### src/inc/tcg_map.svh
// register field positions, reset values and counts of the carrier timer
`ifndef TCG_MAP_SVH
`define TCG_MAP_SVH
`define START_BIT 3
`define ENABLE_BIT 2
`define MODE_LO 0
`define CLK_SEL_LO 4
`define CLK_SEL_HI 6
`define MODE_REG_RESET 8'h00
`define COUNT_RESET 8'h00
`define MODULO_RESET 8'hff
`define MODE_EVENT 2'h0
`define MODE_CARRIER 2'h3
`define READ_HOLD_CYCLES 4'h1
`endif

### src/inc/tcg_pkg.sv
// types of the carrier timer
package tcg_pkg;
	typedef enum logic [2:0] {
		IDLE = 3'b001,
		WAIT_EDGE = 3'b010,
		FOLLOW = 3'b100
	} gate_state_type;
	typedef logic [7:0] byte_type;
endpackage

### src/rtl/tcg_channel.sv
// one 8-bit timer channel: count pulse select, count, match, start clear
`timescale 1ns/1ps
`default_nettype none
`include "tcg_map.svh"
module tcg_channel
	import tcg_pkg::*;
#(
	parameter int WIDTH = 8
)
(
	// clock and reset
	input wire logic clk,
	input wire logic reset_n,
	// configuration
	input wire logic [7:0] mode,
	input wire logic mode_wr,
	input wire logic [WIDTH-1:0] modulo,
	input wire logic [WIDTH-1:0] high_modulo,
	// count pulse sources, already synchronised
	input wire logic [7:0] pulse_src,
	input wire logic read_hold,
	input wire logic irq_clear,
	// results
	output logic [WIDTH-1:0] count,
	output logic irq,
	output logic tout,
	output logic match_pulse
);
	logic [WIDTH-1:0] next_count;
	logic next_irq, next_tout, next_match, cp;
	logic start, run, hit_mod, hit_high, carrier;
	always_comb
	begin
		start = mode_wr && mode[`START_BIT];
		run = mode[`ENABLE_BIT];
		carrier = mode[1:0] == `MODE_CARRIER;
		// new source used at once; external gated during a read
		cp = pulse_src[mode[`CLK_SEL_HI:`CLK_SEL_LO]] && !read_hold;
		hit_mod = count == modulo;
		hit_high = carrier && count == high_modulo;
		next_count = count;
		next_irq = irq && !irq_clear;
		next_tout = tout;
		next_match = 1'b0;
		if (run && cp)
		begin
			// match returns to zero; overflow wraps to zero too
			if (hit_mod)
				next_count = '0;
			else
				next_count = count + 1'b1;
			if (hit_mod)
			begin
				next_irq = 1'b1;
				next_match = 1'b1;
				next_tout = ~tout;
			end
			else if (hit_high)
				next_tout = ~tout;
		end
		// start clears on the system clock, not the pulse
		if (start)
		begin
			next_count = '0;
			next_tout = 1'b0;
			if (!next_match)
				next_irq = 1'b0;
		end
	end
	// register the channel state
	always_ff @(posedge clk or negedge reset_n)
	begin
		if (!reset_n)
		begin
			count <= `COUNT_RESET;
			irq <= 1'b0;
			tout <= 1'b0;
			match_pulse <= 1'b0;
		end
		else
		begin
			count <= next_count;
			irq <= next_irq;
			tout <= next_tout;
			match_pulse <= next_match;
		end
	end
	a_start_clears: assert property (@(posedge clk) disable iff (!reset_n)
		start && !next_match |=> count == '0 && !irq)
		else $error("start did not clear count and flag");
	a_hit_sets_irq: assert property (@(posedge clk) disable iff (!reset_n)
		run && cp && hit_mod |=> irq && match_pulse)
		else $error("match did not set flag");
	a_hold_freezes: assert property (@(posedge clk) disable iff (!reset_n)
		read_hold && !start |=> count == $past(count))
		else $error("count moved during read");
	a_match_wraps: assert property (@(posedge clk) disable iff (!reset_n)
		run && cp && hit_mod && !start |=> count == '0)
		else $error("count not zero after match");
	c_match: cover property (@(posedge clk) disable iff (!reset_n) match_pulse);
	c_start_hit: cover property (@(posedge clk) disable iff (!reset_n)
		start && run && cp && hit_mod);
endmodule
`default_nettype wire

### src/rtl/tcg_top.sv
// carrier generator: event timer, carrier timer and level-select gating
`timescale 1ns/1ps
`default_nettype none
`include "tcg_map.svh"
//
// Function
// - start clears count asynchronously to pulse
// - slow pulse start error up to one pulse period
// - start clears count and interrupt flag
// - coincident match may leave flag set
// - count readable any time, held during read with external source
// - external pulse blocked while reading
// - new pulse selection effective immediately
// - low modulo: count overflows, restarts zero
// - first carrier low carries start error
// - carrier after reload delayed one period
// - output waits for carrier boundary
// - channel one interrupt reloads level flag
// - zero control write clears buffer, flag
// - mode pattern starts event counter mode
// - output carrier (remote flag) or steady high when level one, else low
// - high and low modulo matches toggle output
module tcg_top
	import tcg_pkg::*;
#(
	parameter int WIDTH = 8
)
(
	// clock and reset
	input wire logic CLK_SYS,
	input wire logic RESET_N,
	// channel 1 configuration
	input wire logic [7:0] CH1_MODE_REG,
	input wire logic CH1_MODE_WR,
	input wire logic [WIDTH-1:0] CH1_MODULO_REG,
	input wire logic CH1_IRQ_CLEAR,
	// channel 2 configuration
	input wire logic [7:0] CH2_MODE_REG,
	input wire logic CH2_MODE_WR,
	input wire logic [WIDTH-1:0] MODULO_REG,
	input wire logic [WIDTH-1:0] HIGH_PERIOD_MODULO_REG,
	input wire logic CH2_IRQ_CLEAR,
	// carrier control and level select
	input wire logic [7:0] CARRIER_CONTROL_REG,
	input wire logic CARRIER_CONTROL_WR,
	input wire logic LEVEL_BUFFER_WR,
	input wire logic LEVEL_BUFFER_VALUE,
	input wire logic LEVEL_FLAG_WR,
	input wire logic LEVEL_FLAG_VALUE,
	input wire logic REMOTE_OUTPUT_CTRL_FLAG,
	// count pulse sources and read strobes
	input wire logic [7:0] PRESCALE_PULSES,
	input wire logic EXTERNAL_COUNT_INPUT,
	input wire logic CH1_READ,
	input wire logic CH2_READ,
	// status and output
	output logic [WIDTH-1:0] CH1_COUNT,
	output logic [WIDTH-1:0] CH2_COUNT,
	output logic CH1_IRQ_FLAG,
	output logic CH2_IRQ_FLAG,
	output logic LEVEL_SELECT_BUFFER,
	output logic LEVEL_SELECT_FLAG,
	output logic CARRIER_OUTPUT_PIN
);
	logic ext_meta, ext_sync, ext_prev, ext_edge;
	logic [7:0] src1, src2;
	logic [WIDTH-1:0] count1, count2;
	logic irq1, irq2, tout2, match1;
	logic level_gated, next_level_gated, next_pin;
	logic level_buf, next_level_buf, level_flag, next_level_flag;
	gate_state_type state, next_state;
	// external input: two flops, then rising edge detect
	always_ff @(posedge CLK_SYS or negedge RESET_N)
	begin
		if (!RESET_N)
		begin
			ext_meta <= 1'b0;
			ext_sync <= 1'b0;
			ext_prev <= 1'b0;
		end
		else
		begin
			ext_meta <= EXTERNAL_COUNT_INPUT;
			ext_sync <= ext_meta;
			ext_prev <= ext_sync;
		end
	end
	// source 7 is the external edge; reads gate only that source
	always_comb
	begin
		ext_edge = ext_sync && !ext_prev;
		src1 = {ext_edge, PRESCALE_PULSES[6:0]};
		src2 = {ext_edge, PRESCALE_PULSES[6:0]};
	end
	// channel 1 event counter, runs the mode pattern written
	tcg_channel #(.WIDTH(WIDTH)) u_ch1 (
		.clk(CLK_SYS),
		.reset_n(RESET_N),
		.mode(CH1_MODE_REG),
		.mode_wr(CH1_MODE_WR),
		.modulo(CH1_MODULO_REG),
		.high_modulo(CH1_MODULO_REG),
		.pulse_src(src1),
		.read_hold(CH1_READ && CH1_MODE_REG[7:4] == 4'h7),
		.irq_clear(CH1_IRQ_CLEAR),
		.count(count1),
		.irq(irq1),
		.tout(),
		.match_pulse(match1)
	);
	// channel 2 carrier clock generator
	tcg_channel #(.WIDTH(WIDTH)) u_ch2 (
		.clk(CLK_SYS),
		.reset_n(RESET_N),
		.mode(CH2_MODE_REG),
		.mode_wr(CH2_MODE_WR),
		.modulo(MODULO_REG),
		.high_modulo(HIGH_PERIOD_MODULO_REG),
		.pulse_src(src2),
		.read_hold(CH2_READ && CH2_MODE_REG[7:4] == 4'h7),
		.irq_clear(CH2_IRQ_CLEAR),
		.count(count2),
		.irq(irq2),
		.tout(tout2),
		.match_pulse()
	);
	// level buffer and flag: reload on channel 1 match
	always_comb
	begin
		next_level_buf = level_buf;
		next_level_flag = level_flag;
		if (LEVEL_BUFFER_WR)
			next_level_buf = LEVEL_BUFFER_VALUE;
		if (LEVEL_FLAG_WR)
			next_level_flag = LEVEL_FLAG_VALUE;
		if (match1)
			next_level_flag = level_buf;
		if (CARRIER_CONTROL_WR && CARRIER_CONTROL_REG == 8'h00)
		begin
			next_level_buf = 1'b0;
			next_level_flag = 1'b0;
		end
	end
	// gated level follows the flag only at a carrier boundary
	always_comb
	begin
		next_state = state;
		next_level_gated = level_gated;
		unique case (state)
			IDLE:
				if (level_flag != level_gated)
					next_state = WAIT_EDGE;
			WAIT_EDGE:
				// rise waits for carrier high, fall for carrier low
				if (tout2 == level_flag)
				begin
					next_level_gated = level_flag;
					next_state = FOLLOW;
				end
				else if (level_flag == level_gated)
					next_state = IDLE;
			FOLLOW:
				next_state = IDLE;
			default:
				next_state = IDLE;
		endcase
		// remote control flag chooses carrier or steady high
		if (!level_gated)
			next_pin = 1'b0;
		else if (REMOTE_OUTPUT_CTRL_FLAG)
			next_pin = tout2 || !CH2_MODE_REG[`ENABLE_BIT];
		else
			next_pin = 1'b1;
	end
	// register level state and all outputs
	always_ff @(posedge CLK_SYS or negedge RESET_N)
	begin
		if (!RESET_N)
		begin
			level_buf <= 1'b0;
			level_flag <= 1'b0;
			level_gated <= 1'b0;
			state <= IDLE;
			CARRIER_OUTPUT_PIN <= 1'b0;
			CH1_COUNT <= '0;
			CH2_COUNT <= '0;
			CH1_IRQ_FLAG <= 1'b0;
			CH2_IRQ_FLAG <= 1'b0;
			LEVEL_SELECT_BUFFER <= 1'b0;
			LEVEL_SELECT_FLAG <= 1'b0;
		end
		else
		begin
			level_buf <= next_level_buf;
			level_flag <= next_level_flag;
			level_gated <= next_level_gated;
			state <= next_state;
			CARRIER_OUTPUT_PIN <= next_pin;
			CH1_COUNT <= count1;
			CH2_COUNT <= count2;
			CH1_IRQ_FLAG <= irq1;
			CH2_IRQ_FLAG <= irq2;
			LEVEL_SELECT_BUFFER <= level_buf;
			LEVEL_SELECT_FLAG <= level_flag;
		end
	end
	a_reload_flag: assert property (@(posedge CLK_SYS) disable iff (!RESET_N)
		match1 && !LEVEL_FLAG_WR && !CARRIER_CONTROL_WR
		|=> level_flag == $past(level_buf))
		else $error("level flag not reloaded from buffer");
	a_zero_clears: assert property (@(posedge CLK_SYS) disable iff (!RESET_N)
		CARRIER_CONTROL_WR && CARRIER_CONTROL_REG == 8'h00
		|=> !level_buf && !level_flag)
		else $error("zero control write did not clear level bits");
	a_low_when_zero: assert property (@(posedge CLK_SYS) disable iff (!RESET_N)
		!level_gated |=> !CARRIER_OUTPUT_PIN)
		else $error("pin high while level is zero");
	a_rise_on_high: assert property (@(posedge CLK_SYS) disable iff (!RESET_N)
		$rose(level_gated) |-> $past(tout2))
		else $error("level rose away from carrier boundary");
	c_reload: cover property (@(posedge CLK_SYS) disable iff (!RESET_N)
		match1 && level_buf);
	c_carrier_out: cover property (@(posedge CLK_SYS) disable iff (!RESET_N)
		level_gated && REMOTE_OUTPUT_CTRL_FLAG && $rose(tout2));
	c_gate_wait: cover property (@(posedge CLK_SYS) disable iff (!RESET_N)
		state == WAIT_EDGE ##1 state == FOLLOW);
endmodule
`default_nettype wire

### config.mk
export PLATFORM = sky130hd
export DESIGN_NAME = tcg_top
export DESIGN_NICKNAME = d
export VERILOG_FILES = /design/src/inc/tcg_pkg.sv /design/src/rtl/tcg_channel.sv /design/src/rtl/tcg_top.sv
export VERILOG_INCLUDE_DIRS = /design/src /design/src/inc
export SDC_FILE = /design/constraint.sdc
export NUM_CORES = 1
export LEC_CHECK = 0
export BUFFER_PORTS_ARGS = -buffer_cell sky130_fd_sc_hd__buf_2
export CAP_MARGIN = 5
export CORE_ASPECT_RATIO = 0.7
export CORE_MARGIN = 1.5
export CORE_UTILIZATION = 53
export CTS_CLUSTER_DIAMETER = 150
export DETAILED_ROUTE_END_ITERATION = 7
export PLACE_DENSITY = 0.85
export SLEW_MARGIN = 20
export SYNTH_ARGS = -nofsm -noshare
export SYNTH_HDL_FRONTEND = slang
export SYNTH_SLANG_ARGS = --single-unit
### constraint.sdc
create_clock -name CLK_SYS -period 5.1 [get_ports CLK_SYS]
set_input_delay 0.765 -clock CLK_SYS [delete_from_list [all_inputs] [get_ports CLK_SYS]]
set_output_delay 0.765 -clock CLK_SYS [all_outputs]
set_load 0.03 [all_outputs]
== Word-level counts from Yosys, hierarchy flattened ==
Index checks and enable logic that the tools add are counted.

* Bits in registers: 50
* Output and inout bits: 21
* Logic and storage cells: 104

* Add/sub/neg operators: 2
* $lt $le $gt $ge: 2
* Equal/unequal tests: 13
* Mux-type cells: 37
* Bitwise gates (word level): 1
* Reductions and logical operators: 29

{| class="wikitable"
|+ Operator list
! kind !! number
|-
| $mux W8 || 6
|-
| $mux W1 || 25
|-
| $eq A8 B8 Y1 || 3
|-
| $add A8 B1 Y8 const B || 2
|-
| $logic_and A1 B1 Y1 || 13
|-
| $mux W3 || 3
|-
| $eq A4 B3 Y1 const B || 2
|-
| $logic_not A8 Y1 || 1
|-
| $lt A3 B4 Y1 const B || 2
|-
| $bmux W1 S3 || 2
|-
| $logic_not A1 Y1 || 6
|-
| $pmux W3 S2 || 1
|-
| $reduce_and A2 Y1 || 3
|-
| $reduce_bool A2 Y1 || 3
|-
| $reduce_bool A3 Y1 || 2
|-
| $eq A3 B1 Y1 const B || 1
|-
| $eq A3 B2 Y1 const B || 1
|-
| $ne A3 B3 Y1 const B || 1
|-
| $eq A1 B1 Y1 || 2
|-
| $eq A2 B2 Y1 const B || 1
|-
| $ne A2 B2 Y1 const B || 1
|-
| $logic_or A1 B1 Y1 || 1
|-
| $ne A1 B1 Y1 || 1
|-
| $not A1 Y1 || 1
|}

== Longest topological paths before layout ==
* Depth in word-level cells: 9
* Gate-level depth with buffers: 6

== Modules after synthesis ==
A second synthesis with hierarchy kept.

* Cells, all modules: 282
* Area, all modules: 2857.7 µm²

{| class="wikitable"
|+ By module, submodules not included
! module !! times used !! cells an instance !! area an instance (µm²)
|-
| tcg_channel || 2 || 109 || 943.4
|-
| tcg_top || 1 || 64 || 970.9
|}

== Worst setup path before layout ==
OpenSTA, ideal clock, no wires.

* Path kind: input to register
* Start point: input CH2_MODE_REG[4]
* End point: register u_ch2.tout
* Setup time: 0.124 ns
* Arrival: 1.919 ns
* Required time: 4.976 ns
* Slack: 3.057 ns
* Cell stages on the path: 4
* Cells stage by stage: mux4_2 o221ai_4 o31ai_1 a211o_1

* Cells in the longest elaborated chain, start to end: 7

{| class="wikitable"
|+ Ends and longest elaborated chain
! element !! line !! text
|-
| from (decl) || tcg_top.sv:38 || <nowiki>input wire logic [7:0] CH2_MODE_REG,</nowiki>
|-
| parallel branches: the longest is 3 deep, another holds $bmux W1 S3 || n/a ||
|-
| $logic_and A1 B1 Y1 (*) || tcg_channel.sv:38 || <nowiki>cp = pulse_src[mode[`CLK_SEL_HI:`CLK_SEL_LO]] && !read_hold;</nowiki>
|-
| $logic_and A1 B1 Y1 (*) || tcg_channel.sv:45 || <nowiki>if (run && cp)</nowiki>
|-
| $reduce_bool A2 Y1 (no source line) (*) || n/a ||
|-
| $reduce_and A2 Y1 (no source line) (*) || n/a ||
|-
| to (signal assigned) || tcg_channel.sv:84 || <nowiki>tout <= next_tout;</nowiki>
|-
| to (decl) || tcg_channel.sv:26 || <nowiki>output logic tout,</nowiki>
|}

Mark *: on every way between the ends. The select of a mux whose other input is x is not followed.
A chain may end at the register's enable or synchronous reset.

== Worst setup path in the final report ==
* Start point: input MODULO_REG[2]
* End point: register u_ch2.count[3]

* Cells in the longest elaborated chain, start to end: 4

{| class="wikitable"
|+ Ends and longest elaborated chain
! element !! line !! text
|-
| from (decl) || tcg_top.sv:40 || <nowiki>input wire logic [WIDTH-1:0] MODULO_REG,</nowiki>
|-
| $eq A8 B8 Y1 || tcg_channel.sv:39 || <nowiki>hit_mod = count == modulo;</nowiki>
|-
| $mux W8 || tcg_channel.sv:48 || <nowiki>if (hit_mod)</nowiki>
|-
| $mux W8 || tcg_channel.sv:45 ||
|-
| $mux W8 || tcg_channel.sv:62 || <nowiki>if (start)</nowiki>
|-
| to (signal assigned) || tcg_channel.sv:75 || <nowiki>count <= `COUNT_RESET;</nowiki>
|-
| to (signal assigned) || tcg_channel.sv:82 || <nowiki>count <= next_count;</nowiki>
|-
| to (decl) || tcg_channel.sv:24 || <nowiki>output logic [WIDTH-1:0] count,</nowiki>
|}

No other way between the ends. The select of a mux whose other input is x is not followed.

==> reports/metrics.cfg <==
[synth]
ys_warn_count=0
ys_ff_latch=50
syn_area_um2=2490
ys_types=44
synth_nets=297
synth_edf_count=0
seq_area_frac_synth=0.503
synth.avg_cell_area_um2=11.1
ys_async_sr_fraction=1.00
synthCells=224
synthFlopType=dfrtp_1

[cts]
clock_latency_ns=0.31
cts-root-buf=clkbuf_8
clk_path_buf_depth=2
cts_tree=done
post_cts_buffers=0
clock-sinks=50
cts_hold_buf=0
numCtsBuffers=5
cts_resized=0
htreeDepth=2
path_clk_slew_ns=0.10

[worst_setup_path]
worstPathCellList=buf_2 -> xor2_1 -> nor4_2 -> and2_1 -> o21ai_1 -> a32o_1
path_class=input port to flop
crit_start=MODULO_REG[2]
cp-endpoint=u_ch2.count[3]$_DFFE_PN0P_
cp_max_fo=8
crit_required_ns=5.31
timing.rr.start=u_ch2.count[2]$_DFFE_PN0P_
ff2ff_path_depth=5
r2r_end=u_ch2.count[3]$_DFFE_PN0P_
crit_slowest_cell=nor4_2
worstPathArrival_ns=2.29
crit_path_end_kind=flop
rrSetupSlack_ns=3.03
crit_path_start_kind=input port
max_stage_delay_ns=0.48

[run_status]
outcome=finished, violations left
violations=design-rule violations

[timing]
max_slew.worst_pin.slew_ns=0.622
fin_crit_ns=2.08
drv_slew=0
tns_ns=0
hold_violations=0
rsz0062_at_grt=false
setup_viol=0
finalCritPeriodShare=0.408
clock.fmax_mhz=480
skew_ns=0.0136
finalWorstSetupSlack_ns=3.02
max_slew_margin=0.586

[routing]
ant_nets=0
detail_route.iter0.violations=146
drc=16
vias=2062
viasPerCell=5.57
wl_per_cell_um=14.7
dr.pass1.iters=6
finalWirelength_mm=5.44

[hold_path]
hp-class=flop to flop

[floorplan]
die_w_um=84.9
die_y_um=60.3
core_um2=4430
initial_core_util=0.562
die_area_um2=5120
io_pins=92
row_count=20

[finish]
layout_common_cells=87 x buf_2, 49 x dfrtp_1, 17 x xor2_1
final_common_cell=buf_2
layout-drive-gt1-share=0.333
diodes=0
filler_cell_count=359
multi_input_area_um2=1210
final-seq-area_um2=1250
syn_to_final_growth_pct=23.2
nNetsFinal=387

[place]
io_buffers=88
dp_slack_ns=2.70
gp_congestion=0.853
dp_hpwl_mm=4.10

[grt]
grtUsageTotal=0.227
grt_pass1_vias=1840
grt_max_degree=51
gr-total-overflow=0
grt_pass1_wl_mm=8.75
antenna_found_initial=0

[pwr]
powerDensity_nw_per_um2=293
leakagePower_nw=1.52
irDropWorstVdd_v=0.000195

[run]
maxCapViolCount=0

routing by layer:
| layer | global-route usage | routed length [um] | up-vias |
|---|---|---|---|
| li1 | - | - | 1013 |
| met1 | 0.331 | 2590 | 956 |
| met2 | 0.347 | 2410 | 88 |
| met3 | 0.0422 | 398 | 5 |
| met4 | 0.0796 | 40 | 0 |
| met5 | 0 | 0 | - |
power by group:
part | leakage [nW] | internal [mW] | switching (mW)
logic | 0.812 | 0.0837 | 0.107
registers | 0.666 | 0.434 | 0.0381
clock network | 0.0408 | 0.0982 | 0.138
total | 1.52 | 0.616 | 0.283
how the worst min path moves through the flow:
stage,endpoint,slack (ns),depth (start not counted),start
4_1_cts,ext_sync$_DFF_PN0_,0.36,0,ext_meta$_DFF_PN0_
3_3_place_gp,ext_sync$_DFF_PN0_,0.33,0,ext_meta$_DFF_PN0_
2_1_floorplan,ext_sync$_DFF_PN0_,0.33,0,ext_meta$_DFF_PN0_
3_5_place_dp,ext_sync$_DFF_PN0_,0.34,0,ext_meta$_DFF_PN0_
5_1_grt,ext_prev$_DFF_PN0_,0.38,0,ext_sync$_DFF_PN0_
6_report,ext_sync$_DFF_PN0_,0.36,0,ext_meta$_DFF_PN0_
cells in the mapped netlist (all sizes together), types with 2 or more instances:
cell type | number | area share
a21oi | 11 | 0.022
nand3 | 6 | 0.012
nor2b | 5 | 0.013
a32o | 12 | 0.048
buf | 3 | 0.0075
nor2 | 11 | 0.020
dfrtp | 49 | 0.49
and2 | 4 | 0.010
ha | 2 | 0.010
o21ai | 15 | 0.030
mux2i | 6 | 0.024
nor3b | 11 | 0.033
or3 | 2 | 0.0050
nand2b | 6 | 0.015
nor4 | 6 | 0.020
xnor2 | 8 | 0.028
nand3b | 5 | 0.015
and3 | 9 | 0.023
nand4 | 2 | 0.0050
nor3 | 4 | 0.0080
clkbuf | 2 | 0.0035
nand2 | 12 | 0.018
xor2 | 17 | 0.060
cells by family (layout without fill, tap and decap cells):
kind of cell | Yosys count | in the layout | synth area share
multiplexers | 8 | 8 | 0.0377
AND/OR/NAND/NOR | 84 | 84 | 0.200
AO/OA/AOI/OAI | 49 | 49 | 0.149
adder cells (fa/ha/maj) | 2 | 2 | 0.0100
flip-flops | 50 | 50 | 0.503
buffers and inverters | 6 | 97 | 0.0126
XOR/XNOR | 25 | 25 | 0.0879
sequential cells by signal, indices dropped and copies added (netlist names), 3 cells and up:
name         flops
CH1_COUNT        8
CH2_COUNT        8
state            3
u_ch1.count      8
u_ch2.count      8
critical path: cells and delay by family:
family                    cells  cell delay [ns]
buffers and inverters         1             0.11
AOI/OAI and AO/OA             2             0.40
and+or+nand+nor               2             0.86
xor gates and xnor gates      1             0.15
stage by stage:
| stage | power (mW) | std cells | cell area [um2] | hold slack (ns) | util |
|---|---|---|---|---|---|
| 5_1_grt | 0.953 | 370 | 3070 | 0.383 | 0.692 |
| 3_3_place_gp | 0.661 | 362 | 2970 | 0.334 | 0.671 |
| 4_1_cts | 0.908 | 370 | 3060 | 0.362 | 0.692 |
| 2_1_floorplan | 0.595 | 224 | 2490 | 0.331 | - |
| 6_report | 0.898 | 370 | 3070 | 0.361 | 0.692 |
| 3_5_place_dp | 0.670 | 362 | 2970 | 0.337 | 0.671 |
final cells by class:
type | instances | share of cell area
multi-input combinational | 168 | 0.393
clock inverter | 3 | 0.00775
sequential | 50 | 0.408
inverter | 1 | 0.00122
tap | 55 | 0.0224
clock buffer | 5 | 0.0224
timing repair buffer | 88 | 0.144
(Power assumes the default switching activity.)
